File: src/shared/bmi_pkg.sv
// Shared constants for the bus management initial-value register bank
package bmi_pkg;

	// Register byte offsets on the AXI4-Lite bus
	localparam logic [7:0] BMI_OFF_BW     = 8'hb0;
	localparam logic [7:0] BMI_OFF_CH_HI  = 8'hb4;
	localparam logic [7:0] BMI_OFF_CH_LO  = 8'hb8;
	localparam logic [7:0] BMI_OFF_CTRL   = 8'hc0;
	localparam logic [7:0] BMI_OFF_STAT   = 8'hc4;

	// Field widths and reset values
	localparam int          BMI_DATA_W    = 32;
	localparam int          BMI_STRB_W    = 4;
	localparam int          BMI_BW_W      = 13;
	localparam logic [12:0] BMI_BW_RST    = 13'h1333;
	localparam logic [31:0] BMI_CH_RST    = 32'hffffffff;

	// Control register: write one to bit 0 for a software reset
	localparam int          BMI_CTRL_SRST = 0;

	// Status register layout
	localparam int          BMI_STAT_CAUSE_LSB = 0;
	localparam int          BMI_STAT_CNT_LSB   = 8;
	localparam int          BMI_CNT_W          = 8;

	// Load source indices in the synchroniser vector
	localparam int          BMI_SRC_GLOBAL = 0;
	localparam int          BMI_SRC_POWER  = 1;
	localparam int          BMI_SRC_BUS    = 2;
	localparam int          BMI_NUM_SRC    = 3;

	// AXI response codes
	localparam logic [1:0]  BMI_RESP_OKAY   = 2'b00;
	localparam logic [1:0]  BMI_RESP_SLVERR = 2'b10;

	// Register select produced by address decode
	typedef enum logic [2:0] {
		BMI_SEL_NONE,
		BMI_SEL_BW,
		BMI_SEL_CH_HI,
		BMI_SEL_CH_LO,
		BMI_SEL_CTRL,
		BMI_SEL_STAT
	} bmi_sel_t;

endpackage

File: src/hdl/bmi_init_csr.sv
`timescale 1ns/100ps
module bmi_init_csr
	import bmi_pkg::*;
#(
	parameter int ADDR_W = 8
) (
	// Clock, reset, enable
	input  wire logic              aclk,
	input  wire logic              aresetn,
	input  wire logic              ce,
	// AXI4-Lite write address
	input  wire logic [ADDR_W-1:0] s_axi_awaddr,
	input  wire logic [2:0]        s_axi_awprot,
	input  wire logic              s_axi_awvalid,
	output logic                   s_axi_awready,
	// AXI4-Lite write data
	input  wire logic [31:0]       s_axi_wdata,
	input  wire logic [3:0]        s_axi_wstrb,
	input  wire logic              s_axi_wvalid,
	output logic                   s_axi_wready,
	// AXI4-Lite write response
	output logic [1:0]             s_axi_bresp,
	output logic                   s_axi_bvalid,
	input  wire logic              s_axi_bready,
	// AXI4-Lite read address
	input  wire logic [ADDR_W-1:0] s_axi_araddr,
	input  wire logic [2:0]        s_axi_arprot,
	input  wire logic              s_axi_arvalid,
	output logic                   s_axi_arready,
	// AXI4-Lite read data
	output logic [31:0]            s_axi_rdata,
	output logic [1:0]             s_axi_rresp,
	output logic                   s_axi_rvalid,
	input  wire logic              s_axi_rready,
	// Load sources, asynchronous, active high
	input  wire logic              global_reset_pin,
	input  wire logic              power_reset_pin,
	input  wire logic              serial_bus_reset,
	// Bus management CSR values
	output logic [31:0]            bandwidth_avail_csr,
	output logic [31:0]            channels_avail_hi_csr,
	output logic [31:0]            channels_avail_lo_csr,
	output logic                   csr_load_pulse
);

	// Complete block state, registered as one word
	typedef struct packed {
		logic                   awready;
		logic                   wready;
		logic                   bvalid;
		logic [1:0]             bresp;
		logic                   aw_full;
		logic [ADDR_W-1:0]      aw_addr;
		logic                   w_full;
		logic [31:0]            w_data;
		logic [3:0]             w_strb;
		logic                   arready;
		logic                   rvalid;
		logic [1:0]             rresp;
		logic [31:0]            rdata;
		logic [BMI_BW_W-1:0]    bandwidth_seed_field;
		logic [31:0]            channel_map_seed_upper;
		logic [31:0]            channel_map_seed_lower;
		logic [BMI_BW_W-1:0]    bw_csr;
		logic [31:0]            hi_csr;
		logic [31:0]            lo_csr;
		logic                   load_pulse;
		logic [BMI_NUM_SRC-1:0] cause;
		logic [BMI_CNT_W-1:0]   load_cnt;
	} bmi_state_t;

	// Values after system reset; CSRs start equal to the seed defaults
	localparam bmi_state_t BMI_ST_RST = '{
		awready:                1'b1,
		wready:                 1'b1,
		arready:                1'b1,
		bandwidth_seed_field:   BMI_BW_RST,
		channel_map_seed_upper: BMI_CH_RST,
		channel_map_seed_lower: BMI_CH_RST,
		bw_csr:                 BMI_BW_RST,
		hi_csr:                 BMI_CH_RST,
		lo_csr:                 BMI_CH_RST,
		default:                '0
	};

	bmi_state_t             s_r;
	bmi_state_t             s_nxt;
	logic [BMI_NUM_SRC-1:0] load_src;
	logic [BMI_NUM_SRC-1:0] load_ev;

	// Map a byte address onto a register select
	function automatic bmi_sel_t bmi_decode(input logic [ADDR_W-1:0] a);
		bmi_sel_t sel;
		sel = BMI_SEL_NONE;
		if (a == ADDR_W'(BMI_OFF_BW)) begin
			sel = BMI_SEL_BW;
		end else if (a == ADDR_W'(BMI_OFF_CH_HI)) begin
			sel = BMI_SEL_CH_HI;
		end else if (a == ADDR_W'(BMI_OFF_CH_LO)) begin
			sel = BMI_SEL_CH_LO;
		end else if (a == ADDR_W'(BMI_OFF_CTRL)) begin
			sel = BMI_SEL_CTRL;
		end else if (a == ADDR_W'(BMI_OFF_STAT)) begin
			sel = BMI_SEL_STAT;
		end
		return sel;
	endfunction

	// Merge write data into an old word under the byte strobes
	function automatic logic [31:0] bmi_merge(
		input logic [31:0] old_w,
		input logic [31:0] new_w,
		input logic [3:0]  strb
	);
		logic [31:0] res;
		res = old_w;
		for (int b = 0; b < BMI_STRB_W; b++) begin
			if (strb[b]) begin
				res[b*8 +: 8] = new_w[b*8 +: 8];
			end
		end
		return res;
	endfunction

	// Pins cross into aclk through three stages each
	assign load_src[BMI_SRC_GLOBAL] = global_reset_pin;
	assign load_src[BMI_SRC_POWER]  = power_reset_pin;
	assign load_src[BMI_SRC_BUS]    = serial_bus_reset;

	bmi_sync_edge #(
		.W (BMI_NUM_SRC)
	) u_sync (
		.aclk     (aclk),
		.aresetn  (aresetn),
		.ce       (ce),
		.async_in (load_src),
		.rise     (load_ev)
	);

	// Next-state logic for bus slave, seeds and CSR copies
	always_comb begin
		bmi_sel_t    wsel;
		bmi_sel_t    rsel;
		logic        do_wr;
		logic        srst;
		logic [31:0] merged;
		wsel   = bmi_decode(s_r.aw_addr);
		rsel   = bmi_decode(s_axi_araddr);
		do_wr  = s_r.aw_full && s_r.w_full && !s_r.bvalid;
		srst   = 1'b0;
		merged = '0;
		s_nxt  = s_r;
		s_nxt.load_pulse = 1'b0;

		// Response leaves once the master takes it
		if (s_r.bvalid && s_axi_bready) begin
			s_nxt.bvalid = 1'b0;
		end

		// Address and data are held apart, taken in either order
		if (s_axi_awvalid && s_r.awready) begin
			s_nxt.aw_full = 1'b1;
			s_nxt.aw_addr = s_axi_awaddr;
		end
		if (s_axi_wvalid && s_r.wready) begin
			s_nxt.w_full = 1'b1;
			s_nxt.w_data = s_axi_wdata;
			s_nxt.w_strb = s_axi_wstrb;
		end

		// Commit once both halves are present
		if (do_wr) begin
			s_nxt.aw_full = 1'b0;
			s_nxt.w_full  = 1'b0;
			s_nxt.bvalid  = 1'b1;
			s_nxt.bresp   = BMI_RESP_OKAY;
			case (wsel)
				BMI_SEL_BW: begin
					merged = bmi_merge(32'(s_r.bandwidth_seed_field),
						s_r.w_data, s_r.w_strb);
					s_nxt.bandwidth_seed_field = merged[BMI_BW_W-1:0];
				end
				BMI_SEL_CH_HI: begin
					s_nxt.channel_map_seed_upper = bmi_merge(
						s_r.channel_map_seed_upper, s_r.w_data, s_r.w_strb);
				end
				BMI_SEL_CH_LO: begin
					s_nxt.channel_map_seed_lower = bmi_merge(
						s_r.channel_map_seed_lower, s_r.w_data, s_r.w_strb);
				end
				BMI_SEL_CTRL: begin
					srst = s_r.w_strb[0] && s_r.w_data[BMI_CTRL_SRST];
				end
				BMI_SEL_STAT: begin
					// Read-only, write dropped quietly
					s_nxt.bresp = BMI_RESP_OKAY;
				end
				default: begin
					s_nxt.bresp = BMI_RESP_SLVERR;
				end
			endcase
		end

		if (srst) begin
			s_nxt.bandwidth_seed_field = BMI_BW_RST;
		end
		if (srst) begin
			s_nxt.channel_map_seed_upper = BMI_CH_RST;
		end
		if (srst) begin
			s_nxt.channel_map_seed_lower = BMI_CH_RST;
		end

		// Copies use the seeds as they stood, so a write in the
		// same cycle lands only at the following load
		if (|load_ev) begin
			s_nxt.bw_csr = s_r.bandwidth_seed_field;
			s_nxt.hi_csr = s_r.channel_map_seed_upper;
			s_nxt.lo_csr = s_r.channel_map_seed_lower;
			s_nxt.load_pulse = 1'b1;
			s_nxt.cause      = load_ev;
			s_nxt.load_cnt   = s_r.load_cnt + 1'b1;
		end

		// Read channel: drop old beat, then take a new address
		if (s_r.rvalid && s_axi_rready) begin
			s_nxt.rvalid = 1'b0;
		end
		if (s_axi_arvalid && s_r.arready) begin
			s_nxt.rvalid = 1'b1;
			s_nxt.rresp  = BMI_RESP_OKAY;
			case (rsel)
				BMI_SEL_BW: begin
					s_nxt.rdata = 32'(s_r.bandwidth_seed_field);
				end
				BMI_SEL_CH_HI: begin
					s_nxt.rdata = s_r.channel_map_seed_upper;
				end
				BMI_SEL_CH_LO: begin
					s_nxt.rdata = s_r.channel_map_seed_lower;
				end
				BMI_SEL_CTRL: begin
					s_nxt.rdata = '0;
				end
				BMI_SEL_STAT: begin
					s_nxt.rdata =
						(32'(s_r.load_cnt) << BMI_STAT_CNT_LSB) |
						(32'(s_r.cause) << BMI_STAT_CAUSE_LSB);
				end
				default: begin
					s_nxt.rdata = '0;
					s_nxt.rresp = BMI_RESP_SLVERR;
				end
			endcase
		end

		// Ready flags registered so outputs come from flops
		s_nxt.awready = !s_nxt.aw_full && !s_nxt.bvalid;
		s_nxt.wready  = !s_nxt.w_full && !s_nxt.bvalid;
		s_nxt.arready = !s_nxt.rvalid;
	end

	// system reset and bus reset retention
	always_ff @(posedge aclk) begin
		if (!aresetn) begin
			s_r <= BMI_ST_RST;
		end else if (ce) begin
			s_r <= s_nxt;
		end
	end

	// Outputs straight from the state register
	assign s_axi_awready         = s_r.awready;
	assign s_axi_wready          = s_r.wready;
	assign s_axi_bvalid          = s_r.bvalid;
	assign s_axi_bresp           = s_r.bresp;
	assign s_axi_arready         = s_r.arready;
	assign s_axi_rvalid          = s_r.rvalid;
	assign s_axi_rdata           = s_r.rdata;
	assign s_axi_rresp           = s_r.rresp;
	// CSRs change only on a load or a system reset
	assign bandwidth_avail_csr   = 32'(s_r.bw_csr);
	assign channels_avail_hi_csr = s_r.hi_csr;
	assign channels_avail_lo_csr = s_r.lo_csr;
	assign csr_load_pulse        = s_r.load_pulse;

endmodule

File: src/hdl/bmi_sync_edge.sv
`timescale 1ns/100ps
// Three-stage synchroniser with agreement filter and rising-edge pulse
module bmi_sync_edge #(
	parameter int W = 3
) (
	// Clock, reset, enable
	input  wire logic         aclk,
	input  wire logic         aresetn,
	input  wire logic         ce,
	// Asynchronous levels in, one-cycle pulses out
	input  wire logic [W-1:0] async_in,
	output logic      [W-1:0] rise
);

	typedef struct packed {
		logic [W-1:0] s1;
		logic [W-1:0] s2;
		logic [W-1:0] s3;
		logic [W-1:0] stab;
		logic [W-1:0] rise;
	} bmi_sync_state_t;

	bmi_sync_state_t s_r;
	bmi_sync_state_t s_nxt;

	// Level is accepted only when stages two and three agree
	always_comb begin
		s_nxt    = s_r;
		s_nxt.s1 = async_in;
		s_nxt.s2 = s_r.s1;
		s_nxt.s3 = s_r.s2;
		for (int i = 0; i < W; i++) begin
			if (s_r.s2[i] == s_r.s3[i]) begin
				s_nxt.stab[i] = s_r.s2[i];
			end
		end
		s_nxt.rise = s_nxt.stab & ~s_r.stab;
	end

	// State register, frozen while ce is low
	always_ff @(posedge aclk) begin
		if (!aresetn) begin
			s_r <= '0;
		end else if (ce) begin
			s_r <= s_nxt;
		end
	end

	assign rise = s_r.rise;

endmodule

File: config.mk
export PLATFORM = sky130hd
export DESIGN_NAME = bmi_init_csr
export DESIGN_NICKNAME = d
export VERILOG_FILES = /design/src/shared/bmi_pkg.sv /design/src/hdl/bmi_init_csr.sv /design/src/hdl/bmi_sync_edge.sv
export SDC_FILE = /design/constraint.sdc
export NUM_CORES = 1
export LEC_CHECK = 0
export BUFFER_PORTS_ARGS = -buffer_cell sky130_fd_sc_hd__buf_2
export CORE_MARGIN = 2
export CORE_UTILIZATION = 56
export DETAILED_ROUTE_END_ITERATION = 12
export GPL_ROUTABILITY_DRIVEN = 0
export PLACE_DENSITY = 0.76
export SYNTH_ARGS = -nofsm -noshare
export SYNTH_HDL_FRONTEND = slang
export SYNTH_SLANG_ARGS = --single-unit
File: constraint.sdc
create_clock -name aclk -period 2.9 [get_ports aclk]
set_input_delay 0.58 -clock aclk [delete_from_list [all_inputs] [get_ports aclk]]
set_output_delay 0.58 -clock aclk [all_outputs]
set_load 0.01 [all_outputs]
# After elaboration in Yosys (flattened, before gate mapping)
# Cells that the tools add are included.
[totals] regBits=268 input_bits=69 output_inout_bits=138
[op_classes] addsub=1 eq_ne=23 n_mux=38 n_bitwise=3 reduce_logical=41
[ops] operator="2-to-1 mux 32 bit" count=4
[ops] operator="one-hot mux 32 bit (4 select lines)" count=1
[ops] operator="== test 8 bit, second input constant" count=10
[ops] operator="2-to-1 mux 77 bit" count=1
[ops] operator="AND reduction 4 bit" count=10
[ops] operator="2-to-1 mux 37 bit" count=1
[ops] operator="2-to-1 mux 35 bit" count=1
[ops] operator="2-to-1 mux 8 bit" count=4
[ops] operator="2-to-1 mux 3 bit" count=10
[ops] operator="2-to-1 mux 13 bit" count=2
[ops] operator="bitwise OR 16 x 3 -> 16 bit" count=1
[ops] operator="nonzero test 2 bit" count=8
[ops] operator="== test 3 x 2 -> 1 bit, second input constant" count=4
[ops] operator="== test 3 bit, second input constant" count=4
[ops] operator="2-to-1 mux 12 bit" count=1
[ops] operator="logical AND 1 bit" count=10
[ops] operator="AND reduction 2 bit" count=5
[ops] operator="OR reduction 5 bit" count=2
[ops] operator="2-to-1 mux 9 bit" count=1
[ops] operator="adder 8 x 1 -> 8 bit, second input constant" count=1
[ops] operator="2-to-1 mux 1 bit" count=8
[ops] operator="== test 3 x 1 -> 1 bit, second input constant" count=2
[ops] operator="zero test 1 bit" count=5
[ops] operator="2-to-1 mux 5 bit" count=1
[ops] operator="other kinds (6)" count=9

# Longest topological paths before layout
# Gate-level depths: netlist (run 1).
[logic_depth] depth_word=12 mapped_depth=6 ltp_nobuf=4

# By module
# From an unflattened synthesis (run 1), not the netlist that was laid out.
[hier_totals] hier_cells=1353 hier_area_um2=11701.2
[modules_own_cells] module="bmi_init_csr" n_inst=1 cells_each=1289 area_each_um2=11050.6
[modules_own_cells] module="bmi_sync_edge" n_inst=1 cells_each=64 area_each_um2=650.6

# Least setup slack after synthesis (run 1)
# Ideal clock, no wire load.
[synth_timing] path_kind="reg2reg" start="register s_r[239] (netlist name)" end="register s_r[89] (netlist name)" setup_time_ps=72 t_arrival_ps=1894 setup_slack_ps=935 path_stages_with_launch=6 path_buffers=1 synth_period_minus_slack_ps=1965 cell_sequence="dfxtp_1 > or4_4 > buf_6 > or4_4 > a21oi_4 > mux2i_1"
[synth_via] elab_chain_len=11 word_cells_on_any_way=19 cone_classes="eq/ne: 7; mux: 8; reduce/logical: 4"
[synth_lines] element="from (decl)" line_no="bmi_init_csr.sv:86" rtl="bmi_state_t s_r;"
[synth_lines] element="from (signal assigned)" line_no="bmi_init_csr.sv:268" rtl="s_r <= s_nxt;"
[synth_lines] element="== test 8 bit" line_no="bmi_init_csr.sv:103" rtl="end else if (a == ADDR_W'(BMI_OFF_STAT)) begin"
[synth_lines] element="2-to-1 mux 3 bit" line_no="bmi_init_csr.sv:103"
[synth_lines] element="2-to-1 mux 3 bit" line_no="bmi_init_csr.sv:101" rtl="end else if (a == ADDR_W'(BMI_OFF_CTRL)) begin"
[synth_lines] element="2-to-1 mux 3 bit" line_no="bmi_init_csr.sv:99" rtl="end else if (a == ADDR_W'(BMI_OFF_CH_LO)) begin"
[synth_lines] element="2-to-1 mux 3 bit" line_no="bmi_init_csr.sv:97" rtl="end else if (a == ADDR_W'(BMI_OFF_CH_HI)) begin"
[synth_lines] element="2-to-1 mux 3 bit (*)" line_no="bmi_init_csr.sv:95" rtl="if (a == ADDR_W'(BMI_OFF_BW)) begin"
[synth_lines] element="== test 3 bit" line_no="bmi_init_csr.sv:177" rtl="case (wsel)"
[synth_lines] element="2-to-1 mux 1 bit" line_no="bmi_init_csr.sv:177"
[synth_lines] element="2-to-1 mux 1 bit" line_no="bmi_init_csr.sv:172" rtl="if (do_wr) begin"
[synth_lines] element="nonzero test 2 bit (no line)"
[synth_lines] element="AND reduction 4 bit (no line)"
# Mark *: on every way between the ends. The rest lies on a longest branch, timed or not.
# A chain may end at the register's enable or synchronous reset.

# Final worst setup path (run 1)
[layout_timing] start="register s_r[244] (netlist name)" end="register s_r[126] (netlist name)"
# The elaborated chain is that of the path after synthesis.

==> metrics.txt, run 1 <==
# TYPE chip_impl_metric gauge
chip_impl_metric{name="max_clock_freq",unit="MHz"} 440
chip_impl_metric{name="final_clock_period_utilization_by_the_worst_path",unit=""} 0.784
chip_impl_metric{name="timing.final.max_slew_violations",unit=""} 0
chip_impl_info{name="grt_setup_unrepaired",value="no"} 1
chip_impl_info{name="status",value="finished clean"} 1
chip_impl_metric{name="final_core_util",unit=""} 0.632
chip_impl_metric{name="seq_area_frac_synth",unit=""} 0.478
chip_impl_metric{name="chipHeight",unit="um"} 145
chip_impl_info{name="setup.worst_path.class",value="flip-flop to flip-flop"} 1
chip_impl_metric{name="number_of_antenna_violations_at_the_first_check_in_global_routing",unit=""} 1
chip_impl_metric{name="synth_enable_flop_cells",unit=""} 0
chip_impl_metric{name="cts.sinks",unit=""} 266
chip_impl_metric{name="die_area",unit="um2"} 21000
chip_impl_info{name="cp_slowest_cell",value="sky130_fd_sc_hd__a211oi_4"} 1
chip_impl_info{name="ys_top_cells_by_area",value="sky130_fd_sc_hd__dfxtp_1 48%, sky130_fd_sc_hd__nand2_1 10%, sky130_fd_sc_hd__buf_4 8.9%"} 1
chip_impl_info{name="crit_start",value="s_r[244]"} 1
chip_impl_info{name="reg2reg_to",value="s_r[126]"} 1
chip_impl_metric{name="timing.critical_path.arrival",unit="ns"} 2.72
chip_impl_metric{name="worst-r2r-cell-count",unit=""} 4
chip_impl_metric{name="track_usage",unit=""} 0.250
chip_impl_info{name="leading_register_cell_type_out_of_synthesis",value="sky130_fd_sc_hd__dfxtp_1"} 1
chip_impl_metric{name="worst-r2r-setup-slack",unit="ns"} 0.63
chip_impl_metric{name="cts_buffer_depth",unit=""} 3
chip_impl_metric{name="cts.hold.buffers_added",unit=""} 0
chip_impl_metric{name="num_vias",unit=""} 8974
chip_impl_metric{name="count_of_synthesis_stage_warnings_from_yosys",unit=""} 0
chip_impl_metric{name="wl_per_cell",unit="um"} 16.7
chip_impl_metric{name="register_bit_count_reported_by_yosys",unit=""} 266
chip_impl_metric{name="insertion_delay",unit="ns"} 0.53
chip_impl_metric{name="net-switching-power",unit="mW"} 1.68
chip_impl_metric{name="placeableCoreArea",unit="um2"} 19500
chip_impl_info{name="tritoncts",value="done"} 1
chip_impl_metric{name="yosysUniqueCellTypes",unit=""} 61
chip_impl_info{name="cts-root-buf",value="sky130_fd_sc_hd__clkbuf_16"} 1
chip_impl_metric{name="power_density",unit="nW/um2"} 630
chip_impl_metric{name="boundaryPins",unit=""} 207
chip_impl_metric{name="core.rowCount",unit=""} 51
chip_impl_metric{name="tns",unit="ns"} 0
chip_impl_metric{name="final_setup_violation_count",unit=""} 0
chip_impl_metric{name="grt_start_max_net_pins",unit=""} 51
chip_impl_metric{name="vias_in_the_first_global_route",unit=""} 8419
chip_impl_metric{name="avgViaCountPerCell",unit=""} 5.49
chip_impl_metric{name="cap_violations",unit=""} 0
chip_impl_metric{name="proportion_of_layout_cells_with_a_drive_suffix_above_1",unit=""} 0.206
chip_impl_metric{name="pwr-share-comb",unit=""} 0.045
chip_impl_metric{name="tightest_slew",unit="ns"} 1.17
chip_impl_metric{name="hold_viol",unit=""} 0
chip_impl_metric{name="residual_drc",unit=""} 0
chip_impl_metric{name="power.share.sequential",unit=""} 0.482
chip_impl_metric{name="cts_buf_count",unit=""} 27
chip_impl_metric{name="max-slew-margin-rel",unit=""} 0.218
chip_impl_metric{name="critical_path.max_fanout",unit=""} 9
chip_impl_metric{name="clock_edge_transition_at_the_registers_on_the_reported_setup_and_hold_paths",unit="ns"} 0.07
chip_impl_metric{name="synth_top_area_share",unit=""} 0.478
chip_impl_info{name="synth_area_leader_cell",value="sky130_fd_sc_hd__dfxtp_1"} 1
chip_impl_metric{name="post_cts_resize_count",unit=""} 0
chip_impl_metric{name="share_clk_of_total_power",unit=""} 0.472
chip_impl_metric{name="route.final.wire_length",unit="um"} 27200
chip_impl_metric{name="grt_first_pass_wirelength",unit="um"} 43600
chip_impl_metric{name="critical_path_required",unit="ns"} 3.35
chip_impl_metric{name="postSynthCellCount",unit=""} 1306
chip_impl_metric{name="initial_core_util",unit=""} 0.572
chip_impl_metric{name="synthesis.area_per_instance",unit="um2"} 8.53
chip_impl_metric{name="drt_first_iter_violations",unit=""} 693
chip_impl_metric{name="grt_remaining_overflow",unit=""} 0
chip_impl_metric{name="worst_path_largest_cell_delay",unit="ns"} 0.59
chip_impl_metric{name="port_buffers",unit=""} 179
chip_impl_metric{name="power.share.switching",unit=""} 0.216
chip_impl_info{name="synth_most_common_cell",value="sky130_fd_sc_hd__nand2_1"} 1
chip_impl_info{name="r2r_start",value="s_r[244]"} 1
chip_impl_metric{name="drt.antenna.violating_nets",unit=""} 0
chip_impl_metric{name="firstDrtPassIters",unit=""} 5
chip_impl_metric{name="syn_area",unit="um2"} 11100
chip_impl_metric{name="cts_max_level",unit=""} 1
chip_impl_info{name="sort_of_element_at_the_start_of_the_critical_path",value="flip-flop"} 1
chip_impl_info{name="hp-class",value="input port to flip-flop"} 1
chip_impl_metric{name="power.static_leakage",unit="nW"} 5.03
chip_impl_metric{name="detailed_placement_hpwl",unit="um"} 18700
chip_impl_metric{name="nets",unit=""} 1416
chip_impl_metric{name="power.internal",unit="mW"} 6.08
chip_impl_info{name="critPathCaptureType",value="flip-flop"} 1
chip_impl_metric{name="fin_crit",unit="ns"} 2.27
chip_impl_metric{name="ffs_w_async_s_r_synth",unit=""} 0
chip_impl_info{name="critical_path.cell_chain",value="nand4bb_1, or4_4, a211oi_4, mux2i_1"} 1
chip_impl_metric{name="highest_ir_drop_seen_on_vdd",unit="mV"} 0.428
chip_impl_info{name="crit_end",value="s_r[126]"} 1
chip_impl_info{name="min-delay-start",value="s_axi_wdata[3]"} 1
chip_impl_info{name="ys_top_cells_by_count",value="300 x sky130_fd_sc_hd__nand2_1, 266 x sky130_fd_sc_hd__dfxtp_1, 132 x sky130_fd_sc_hd__buf_4"} 1
chip_impl_metric{name="clock_skew",unit="ns"} 0.00896
chip_impl_metric{name="synthToLayoutAreaGrowth",unit="%"} 10.6
chip_impl_metric{name="cts_setup_buffers",unit=""} 0
chip_impl_metric{name="die_width",unit="um"} 145
## sequential cells by signal, indices dropped and copies added, names as in the netlist, 3 cells and up
register,count
bandwidth_avail_csr,13
u_sync.s_r,6
s_r,134
u_sync.rise,3
channels_avail_lo_csr,32
s_axi_rdata,32
u_sync.s_nxt,6
channels_avail_hi_csr,32
## per-layer routing
layer,routed length (um),vias to the layer above,global-route usage
met5,0,-,0
met1,11900,4204,0.334
met4,728,0,0.0787
met2,12700,315,0.418
met3,1900,59,0.0403
li1,-,4396,-
## final cells by class
cell class / instances / area [um2]
fillers: 1702 / 7150
flip-flops and latches: 266 / 5330
multi-input cells: 840 / 4570
repair buffers: 206 / 1100
clock buffers: 40 / 795
well taps: 265 / 332
clock inverters: 10 / 161
inverters: 5 / 21.3
diodes: 2 / 5.00
## metrics by stage
step                      total power, mW  hold WS, ns  setup WS, ns  cell area (um2)  std cells
after floorplan                      4.07        0.426         0.935            11200       1326
after global placement               4.16        0.434         0.594            11300       1582
after detailed placement             4.17        0.437         0.557            11300       1582
after CTS                            7.79        0.280         0.652            12300       1632
after global routing                 8.00        0.288         0.522            12300       1633
final                                7.76        0.283         0.626            12300       1634
## worst max-delay path, delay by kind of cell (launching register included)
kind            cells  cell delay, ns
mux                 1            0.29
simple gates        2            0.98
compound gates      1            0.59
flops               1            0.32
## cell families (layout without fill, tap and decap cells)
logic type | after synthesis | count (layout) | synth area share
other | 1 | 23 | 0.000337
XOR/XNOR | 6 | 6 | 0.00472
AO/OA/AOI/OAI | 234 | 234 | 0.144
AND/OR/NAND/NOR | 538 | 538 | 0.215
multiplexers | 40 | 40 | 0.0374
flip-flops | 266 | 266 | 0.478
buffers and inverters | 220 | 261 | 0.119
adder cells (fa/ha/maj) | 1 | 1 | 0.00112
## how the worst min path moves through the flow
stage / endpoint / slack, ns / cells past startpoint
2_1_floorplan: s_axi_rdata[0] / 0.43 / 2
3_3_place_gp: s_axi_rdata[0] / 0.43 / 2
3_5_place_dp: s_axi_rdata[0] / 0.44 / 2
4_1_cts: s_r[212] / 0.28 / 3
5_1_grt: s_r[204] / 0.29 / 3
6_report: s_r[209] / 0.28 / 3
## layout by cell type (no fill, tap or decap), types with 4 or more instances in the layout
cell type and count:
sky130_fd_sc_hd__a22o_1 13, sky130_fd_sc_hd__dfxtp_1 266, sky130_fd_sc_hd__nand4_1 8, sky130_fd_sc_hd__nor3_1 10
sky130_fd_sc_hd__a22oi_1 33, sky130_fd_sc_hd__and3_1 7, sky130_fd_sc_hd__clkbuf_8 7, sky130_fd_sc_hd__mux2i_1 27
sky130_fd_sc_hd__clkbuf_1 6, sky130_fd_sc_hd__bufinv_16 4, sky130_fd_sc_hd__o32a_1 17, sky130_fd_sc_hd__a2bb2oi_1 9
sky130_fd_sc_hd__mux2_2 13, sky130_fd_sc_hd__clkbuf_16 27, sky130_fd_sc_hd__nand4b_1 4, sky130_fd_sc_hd__nand2_1 300
sky130_fd_sc_hd__buf_2 179, sky130_fd_sc_hd__a21o_1 4, sky130_fd_sc_hd__a21oi_1 84, sky130_fd_sc_hd__nor3b_1 26
sky130_fd_sc_hd__o21ai_1 4, sky130_fd_sc_hd__o32a_2 6, sky130_fd_sc_hd__nand3_1 80, sky130_fd_sc_hd__conb_1 21
sky130_fd_sc_hd__o21ai_0 39, sky130_fd_sc_hd__nor2_1 79, sky130_fd_sc_hd__buf_4 27
## power by group through the flow
| stage | combinational, mW | sequential [mW] | clock [mW] |
|---|---|---|---|
| final | 0.350 | 3.74 | 3.67 |
| after global routing | 0.386 | 3.75 | 3.87 |
| after CTS | 0.348 | 3.74 | 3.70 |
| after detailed placement | 0.347 | 3.82 | 0 |
| after global placement | 0.344 | 3.82 | 0 |
| after floorplan | 0.258 | 3.81 | 0 |
No activity file was read; power rests on OpenSTA's default activity.
==> run 2, diff against run 1 <==
--- a/config.mk
+++ b/config.mk
@@ -7,10 +7,10 @@
 export LEC_CHECK = 0
 export BUFFER_PORTS_ARGS = -buffer_cell sky130_fd_sc_hd__buf_2
 export CORE_MARGIN = 2
-export CORE_UTILIZATION = 56
+export CORE_UTILIZATION = 50
 export DETAILED_ROUTE_END_ITERATION = 12
 export GPL_ROUTABILITY_DRIVEN = 0
-export PLACE_DENSITY = 0.76
+export PLACE_DENSITY = 0.72
 export SYNTH_ARGS = -nofsm -noshare
 export SYNTH_HDL_FRONTEND = slang
 export SYNTH_SLANG_ARGS = --single-unit
==> constraint.sdc (replaced) <==
create_clock -name aclk -period 2 [get_ports aclk]
set_input_delay 0.4 -clock aclk [delete_from_list [all_inputs] [get_ports aclk]]
set_output_delay 0.4 -clock aclk [all_outputs]
set_load 0.01 [all_outputs]
==> run 2 against run 1 <==
Compared with the run above:
- critical path depth grew 1
- maximum frequency grew 18%
- routed wire length grew 2.0%
- count of clock-buffer cells in the layout shrank 5
- core utilization shrank 5.0 points
- combinational power grew 61%
- sequential power grew 45%
- non-clock buffer count grew 30
- worst hold slack lost 0.18 ns
- critical path type unchanged
- highest routed layer unchanged
==> metrics.txt, run 2 (same netlist as run 1, synthesis figures left out) <==
# TYPE chip_impl_metric gauge
chip_impl_info{name="most_common_cell_after_layout_fill_and_taps_aside",value="sky130_fd_sc_hd__nand2_1"} 1
chip_impl_metric{name="global_route.usage.met1",unit=""} 0.319
chip_impl_metric{name="use_met2",unit=""} 0.376
chip_impl_metric{name="grt_start_max_net_pins",unit=""} 77
chip_impl_info{name="reg2reg_to",value="s_r[125]"} 1
chip_impl_info{name="tritoncts",value="done"} 1
chip_impl_metric{name="number_of_antenna_violations_at_the_first_check_in_global_routing",unit=""} 1
chip_impl_metric{name="cts_buf_count",unit=""} 27
chip_impl_metric{name="clock_skew",unit="ns"} 0.0125
chip_impl_metric{name="grt_remaining_overflow",unit=""} 0
chip_impl_metric{name="fillerInstances",unit=""} 1986
chip_impl_info{name="cts-root-buf",value="sky130_fd_sc_hd__clkbuf_16"} 1
chip_impl_metric{name="avgViaCountPerCell",unit=""} 5.40
chip_impl_metric{name="cp.depth",unit=""} 5
chip_impl_info{name="hp-class",value="input port to flip-flop"} 1
chip_impl_info{name="r2r_start",value="s_axi_bvalid"} 1
chip_impl_metric{name="power_density",unit="nW/um2"} 899
chip_impl_metric{name="die_area",unit="um2"} 23500
chip_impl_info{name="setup.worst_path.class",value="flip-flop to flip-flop"} 1
chip_impl_metric{name="final_core_util",unit=""} 0.582
chip_impl_metric{name="detailed_placement_hpwl",unit="um"} 19600
chip_impl_metric{name="route.final.wire_length",unit="um"} 27800
chip_impl_info{name="critPathCaptureType",value="flip-flop"} 1
chip_impl_metric{name="wl_per_cell",unit="um"} 16.6
chip_impl_metric{name="worst-r2r-cell-count",unit=""} 5
chip_impl_metric{name="grt_use_met3",unit=""} 0.0343
chip_impl_metric{name="tightest_slew",unit="ns"} 0.870
chip_impl_metric{name="cts_buffer_depth",unit=""} 3
chip_impl_metric{name="chipHeight",unit="um"} 153
chip_impl_metric{name="nets",unit=""} 1446
chip_impl_metric{name="drt_first_iter_violations",unit=""} 573
chip_impl_info{name="status",value="finished clean"} 1
chip_impl_metric{name="num_vias",unit=""} 9053
chip_impl_info{name="critical_path.top_delay_family",value="simple AND/OR/NAND/NOR gates"} 1
chip_impl_metric{name="final_setup_violation_count",unit=""} 0
chip_impl_metric{name="critical_path_required",unit="ns"} 2.46
chip_impl_metric{name="port_buffers",unit=""} 179
chip_impl_metric{name="residual_drc",unit=""} 0
chip_impl_metric{name="max_clock_freq",unit="MHz"} 520
chip_impl_metric{name="stdcell_area",unit="um2"} 12700
chip_impl_info{name="cp_slowest_cell",value="sky130_fd_sc_hd__or4_4"} 1
chip_impl_metric{name="track_usage",unit=""} 0.231
chip_impl_info{name="mostFrequentLayoutCells",value="300 x sky130_fd_sc_hd__nand2_1, 266 x sky130_fd_sc_hd__dfxtp_1, 179 x sky130_fd_sc_hd__buf_2"} 1
chip_impl_metric{name="proportion_of_layout_cells_with_a_drive_suffix_above_1",unit=""} 0.228
chip_impl_metric{name="grt_first_pass_wirelength",unit="um"} 45100
chip_impl_metric{name="hold_viol",unit=""} 0
chip_impl_metric{name="synthToLayoutAreaGrowth",unit="%"} 14.1
chip_impl_info{name="grt_setup_unrepaired",value="no"} 1
chip_impl_metric{name="timing.critical_path.arrival",unit="ns"} 2.38
chip_impl_metric{name="vias_in_the_first_global_route",unit=""} 8688
chip_impl_metric{name="max-slew-margin-rel",unit=""} 0.416
chip_impl_info{name="crit_end",value="s_r[125]"} 1
chip_impl_metric{name="worst-r2r-setup-slack",unit="ns"} 0.08
chip_impl_metric{name="postPlaceCellArea",unit="um2"} 11700
chip_impl_metric{name="critical_path.max_fanout",unit=""} 8
chip_impl_metric{name="clock_edge_transition_at_the_registers_on_the_reported_setup_and_hold_paths",unit="ns"} 0.06
chip_impl_metric{name="boundaryPins",unit=""} 207
chip_impl_metric{name="cap_violations",unit=""} 0
chip_impl_metric{name="fin_crit",unit="ns"} 1.92
chip_impl_info{name="registers.top_by_ff_count",value="s_r"} 1
chip_impl_info{name="sort_of_element_at_the_start_of_the_critical_path",value="flip-flop"} 1
chip_impl_metric{name="placeableCoreArea",unit="um2"} 21800
chip_impl_metric{name="cts.hold.buffers_added",unit=""} 0
chip_impl_info{name="global_route.peak_usage_layer",value="met2"} 1
chip_impl_metric{name="power.static_leakage",unit="nW"} 5.22
chip_impl_metric{name="timing.final.max_slew_violations",unit=""} 0
chip_impl_metric{name="insertion_delay",unit="ns"} 0.54
chip_impl_metric{name="max_reg_flops",unit=""} 134
chip_impl_metric{name="core.rowCount",unit=""} 54
chip_impl_metric{name="cts_max_level",unit=""} 1
chip_impl_metric{name="highest_ir_drop_seen_on_vdd",unit="mV"} 0.754
chip_impl_info{name="crit_start",value="s_axi_bvalid"} 1
chip_impl_metric{name="tns",unit="ns"} 0
chip_impl_metric{name="die_width",unit="um"} 153
chip_impl_metric{name="initial_core_util",unit=""} 0.510
chip_impl_info{name="critical_path.cell_chain",value="nand3b_1, or4_4, a211oi_4, buf_12, mux2i_1"} 1
chip_impl_metric{name="firstDrtPassIters",unit=""} 5
chip_impl_metric{name="cts.sinks",unit=""} 266
chip_impl_metric{name="final_clock_period_utilization_by_the_worst_path",unit=""} 0.961
chip_impl_metric{name="drt.antenna.violating_nets",unit=""} 0
chip_impl_metric{name="worst_path_largest_cell_delay",unit="ns"} 0.57
chip_impl_metric{name="cp.buffers_inverters",unit=""} 1
## run 2: worst reg2reg max path: cells and delay by family (launching register included)
kind                   cells  cell delay, ns
AO/OA/AOI/OAI              1            0.30
buffers and inverters      1            0.18
flip-flops                 1            0.35
multiplexers               1            0.19
AND/OR/NAND/NOR            2            0.84
## run 2: worst min path at each step
stage,startpoint,to,slack (ns),depth (start not counted)
global placement,s_axi_rdata[0],s_axi_rdata[0],0.43,2
CTS,s_axi_wdata[31],s_r[237],0.08,3
finish,s_axi_wdata[31],s_r[237],0.10,3
floorplan,s_axi_rdata[0],s_axi_rdata[0],0.43,2
detailed placement,s_axi_rdata[0],s_axi_rdata[0],0.44,2
global route,s_axi_wdata[21],s_r[227],0.10,3
## run 2: cell type report
cell class                 instances  area [um2]  share of cell area
antenna                            1        2.50            0.000197
clock buffer                      35         766              0.0603
multi-input combinational        840        4580               0.360
inverter                           5        21.3             0.00167
timing repair buffer             236        1450               0.114
clock inverter                    15         215              0.0169
tap                              280         350              0.0276
sequential                       266        5330               0.419
## run 2: repair_timing
item / in CTS / in global routing
endpoints found under the setup margin: 0 / 11
resized for setup: 0 / 1
buffers inserted: 0 / 2
## run 2: layer usage
metal / vias to the layer above / wire [um]
met4: 0 / 807
li1: 4452 / -
met5: - / 0
met1: 4277 / 12700
met2: 273 / 12600
met3: 51 / 1680
## run 2: through the flow
stage	hold slack, ns	instances	total power [mW]	setup slack [ns]
floorplan	0.426	1326	5.89	0.0348
global placement	0.431	1625	6.08	0.117
detailed placement	0.437	1625	6.09	0.0320
CTS	0.0840	1675	11.5	0.0786
global route	0.101	1678	11.8	0.0103
finish	0.104	1678	11.4	0.0784
## run 2: power by group
part | switching (mW) | internal, mW
combinational | 0.341 | 0.222
clock | 2.09 | 3.35
sequential | 0.0551 | 5.36
total | 2.49 | 8.93
==> run 3, diff against run 2 <==
--- a/config.mk
+++ b/config.mk
@@ -6,6 +6,7 @@
 export NUM_CORES = 1
 export LEC_CHECK = 0
 export BUFFER_PORTS_ARGS = -buffer_cell sky130_fd_sc_hd__buf_2
+export CORE_ASPECT_RATIO = 1.2
 export CORE_MARGIN = 2
 export CORE_UTILIZATION = 50
 export DETAILED_ROUTE_END_ITERATION = 12
==> run 3 against run 2 <==
Compared with the run above:
- clock power decreased by 10%
- non-clock buffer count is 3 lower
- worst hold slack gained 0.010 ns
- global-route usage fell by 0.68 points
- cell count is 0.54% lower
- core utilization decreased by 0.54 points
- sequential power barely moved
- critical endpoint is now s_r[89]
- largest cell class unchanged
- largest power group is now sequential cells
==> metrics.txt, run 3 (same netlist as run 1, synthesis figures left out) <==
# TYPE chip_impl_metric gauge
chip_impl_info{name="status",value="finished clean"} 1
chip_impl_info{name="hp-class",value="input port to flip-flop"} 1
chip_impl_metric{name="track_usage",unit=""} 0.224
chip_impl_metric{name="fillerInstances",unit=""} 1960
chip_impl_metric{name="die_width",unit="um"} 140
chip_impl_metric{name="number_of_antenna_violations_at_the_first_check_in_global_routing",unit=""} 2
chip_impl_metric{name="multi_input_comb_area",unit="um2"} 4580
chip_impl_info{name="registers.top_by_ff_count",value="s_r"} 1
chip_impl_info{name="reg2reg_to",value="s_r[89]"} 1
chip_impl_metric{name="timing.final.max_slew_violations",unit=""} 0
chip_impl_info{name="critical_path.top_delay_family",value="simple AND/OR/NAND/NOR gates"} 1
chip_impl_info{name="setup.worst_path.class",value="flip-flop to flip-flop"} 1
chip_impl_metric{name="drt.antenna.violating_nets",unit=""} 0
chip_impl_metric{name="hold-worst-slack",unit="ns"} 0.115
chip_impl_metric{name="drt_first_iter_violations",unit=""} 591
chip_impl_metric{name="avgViaCountPerCell",unit=""} 5.43
chip_impl_metric{name="power.static_leakage",unit="nW"} 5.15
chip_impl_metric{name="ff_latch_area",unit="um2"} 5330
chip_impl_metric{name="cp.buffers_inverters",unit=""} 0
chip_impl_metric{name="cts.sinks",unit=""} 266
chip_impl_metric{name="residual_drc",unit=""} 0
chip_impl_metric{name="synthToLayoutAreaGrowth",unit="%"} 12.8
chip_impl_info{name="mostFrequentLayoutCells",value="300 x sky130_fd_sc_hd__nand2_1, 266 x sky130_fd_sc_hd__dfxtp_1, 179 x sky130_fd_sc_hd__buf_2"} 1
chip_impl_metric{name="final_setup_violation_count",unit=""} 0
chip_impl_metric{name="cts_buffer_depth",unit=""} 3
chip_impl_metric{name="clock_skew",unit="ns"} 0.0130
chip_impl_metric{name="cap_violations",unit=""} 0
chip_impl_metric{name="power_density",unit="nW/um2"} 864
chip_impl_metric{name="max_clock_freq",unit="MHz"} 515
chip_impl_metric{name="grt_start_max_net_pins",unit=""} 44
chip_impl_info{name="critical_path.cell_chain",value="or4_4, or4_4, a21oi_4, mux2i_1"} 1
chip_impl_metric{name="placeableCoreArea",unit="um2"} 21800
chip_impl_info{name="most_used_cell_cp",value="sky130_fd_sc_hd__or4_4"} 1
chip_impl_metric{name="critical_path.max_fanout",unit=""} 8
chip_impl_info{name="critPathCaptureType",value="flip-flop"} 1
chip_impl_metric{name="finalPower",unit="mW"} 10.9
chip_impl_info{name="cts-root-buf",value="sky130_fd_sc_hd__clkbuf_16"} 1
chip_impl_info{name="tritoncts",value="done"} 1
chip_impl_metric{name="detailed_placement_hpwl",unit="um"} 19400
chip_impl_metric{name="worst_path_largest_cell_delay",unit="ns"} 0.53
chip_impl_metric{name="die_area",unit="um2"} 23500
chip_impl_metric{name="cts_max_level",unit=""} 1
chip_impl_metric{name="cts_buf_count",unit=""} 26
chip_impl_metric{name="worst-r2r-cell-count",unit=""} 4
chip_impl_metric{name="post_cts_resize_count",unit=""} 0
chip_impl_info{name="hold_worst_path_end",value="s_r[245]"} 1
chip_impl_metric{name="wl_per_cell",unit="um"} 16.6
chip_impl_metric{name="worst-r2r-setup-slack",unit="ns"} 0.06
chip_impl_metric{name="num_vias",unit=""} 9067
chip_impl_info{name="most_common_cell_after_layout_fill_and_taps_aside",value="sky130_fd_sc_hd__nand2_1"} 1
chip_impl_info{name="sort_of_element_at_the_start_of_the_critical_path",value="flip-flop"} 1
chip_impl_metric{name="boundaryPins",unit=""} 207
chip_impl_info{name="min-delay-start",value="s_axi_awaddr[6]"} 1
chip_impl_metric{name="core.rowCount",unit=""} 59
chip_impl_metric{name="max-slew-margin-rel",unit=""} 0.315
chip_impl_metric{name="timing.critical_path.arrival",unit="ns"} 2.38
chip_impl_metric{name="fin_crit",unit="ns"} 1.94
chip_impl_metric{name="vias_in_the_first_global_route",unit=""} 8419
chip_impl_metric{name="nets",unit=""} 1443
chip_impl_metric{name="cts.hold.buffers_added",unit=""} 0
chip_impl_metric{name="max_reg_flops",unit=""} 134
chip_impl_metric{name="port_buffers",unit=""} 179
chip_impl_metric{name="proportion_of_layout_cells_with_a_drive_suffix_above_1",unit=""} 0.222
chip_impl_metric{name="initial_core_util",unit=""} 0.511
chip_impl_metric{name="insertion_delay",unit="ns"} 0.53
chip_impl_metric{name="chipHeight",unit="um"} 167
chip_impl_metric{name="hold_viol",unit=""} 0
chip_impl_metric{name="cell_depth_of_the_worst_hold_path",unit=""} 3
chip_impl_metric{name="highest_ir_drop_seen_on_vdd",unit="mV"} 0.554
chip_impl_metric{name="firstDrtPassIters",unit=""} 5
chip_impl_metric{name="critical_path_required",unit="ns"} 2.44
chip_impl_metric{name="tns",unit="ns"} 0
chip_impl_metric{name="tightest_slew",unit="ns"} 1.02
chip_impl_metric{name="grt_first_pass_wirelength",unit="um"} 43500
chip_impl_metric{name="clock_edge_transition_at_the_registers_on_the_reported_setup_and_hold_paths",unit="ns"} 0.06
chip_impl_info{name="cp_slowest_cell",value="sky130_fd_sc_hd__or4_4"} 1
chip_impl_metric{name="final_clock_period_utilization_by_the_worst_path",unit=""} 0.971
chip_impl_info{name="r2r_start",value="s_r[239]"} 1
chip_impl_metric{name="route.final.wire_length",unit="um"} 27700
chip_impl_metric{name="final_core_util",unit=""} 0.577
chip_impl_metric{name="grt_remaining_overflow",unit=""} 0
-- run 3: cell count changes in the layout (fill, tap and decap cells not counted), sizes merged --
cell / previous run / this run
buf: 236 / 233
inv: 5 / 4
bufinv: 5 / 1
clkinvlp: 3 / 2
diode: 1 / 2
clkbuf: 35 / 38
o31ai: 2 / 3
clkinv: 7 / 8
-- run 3: worst register-to-register path: stages (launching register included) --
cell	delay, ns
sky130_fd_sc_hd__dfxtp_1	0.31
sky130_fd_sc_hd__or4_4	0.53
sky130_fd_sc_hd__or4_4	0.49
sky130_fd_sc_hd__a21oi_4	0.32
sky130_fd_sc_hd__mux2i_1	0.23
-- run 3: cell type report --
type | instances | share of cell area
Clock buffer | 38 | 0.0627
Tap cell | 274 | 0.0273
Timing Repair Buffer | 233 | 0.113
Clock inverter | 10 | 0.00667
Antenna cell | 2 | 0.000398
Inverter | 5 | 0.00169
Sequential cell | 266 | 0.424
Multi-Input combinational cell | 841 | 0.365
-- run 3: power breakdown --
| group | total, mW | switching, mW | internal, mW |
|---|---|---|---|
| Clock | 4.87 | 2.01 | 2.86 |
| Sequential | 5.42 | 0.0574 | 5.36 |
| Combinational | 0.567 | 0.340 | 0.227 |
-- run 3: metal layers --
| layer | GRT usage | wire, um | vias to the layer above | share of wire |
|---|---|---|---|---|
| met5 | 0 | 0 | - | 0 |
| met4 | 0.0654 | 639 | 0 | 0.023 |
| met3 | 0.0295 | 1410 | 43 | 0.051 |
| met2 | 0.394 | 13600 | 271 | 0.49 |
| met1 | 0.288 | 12100 | 4304 | 0.43 |
| li1 | - | - | 4449 | - |
-- run 3: worst max path at each step --
stage / startpoint / end / slack, ns / cells past startpoint
floorplan: s_r[239] / s_r[89] / 0.03 / 5
global placement: s_r[239] / s_r[89] / 0.08 / 4
detailed placement: u_sync.rise[2] / channels_avail_lo_csr[30] / 0.05 / 4
CTS: u_sync.rise[2] / bandwidth_avail_csr[9] / 0.04 / 4
global route: s_axi_bvalid / s_r[128] / -0.01 / 5
finish: s_r[239] / s_r[89] / 0.06 / 4
-- run 3: what timing repair did --
| action | 4_1_cts | 5_1_grt |
|---|---|---|
| setup buffers | 0 | 1 |
| hold endpoints to repair | 0 | 0 |
| setup endpoints to repair | 0 | 36 |
-- run 3: through the flow --
step | cell area, um2 | worst slack (ns) | cells
global route | 12600 | -0.0102 | 1669
CTS | 12500 | 0.0383 | 1665
global placement | 11700 | 0.0830 | 1617
floorplan | 11200 | 0.0348 | 1326
finish | 12600 | 0.0572 | 1669
detailed placement | 11700 | 0.0531 | 1617
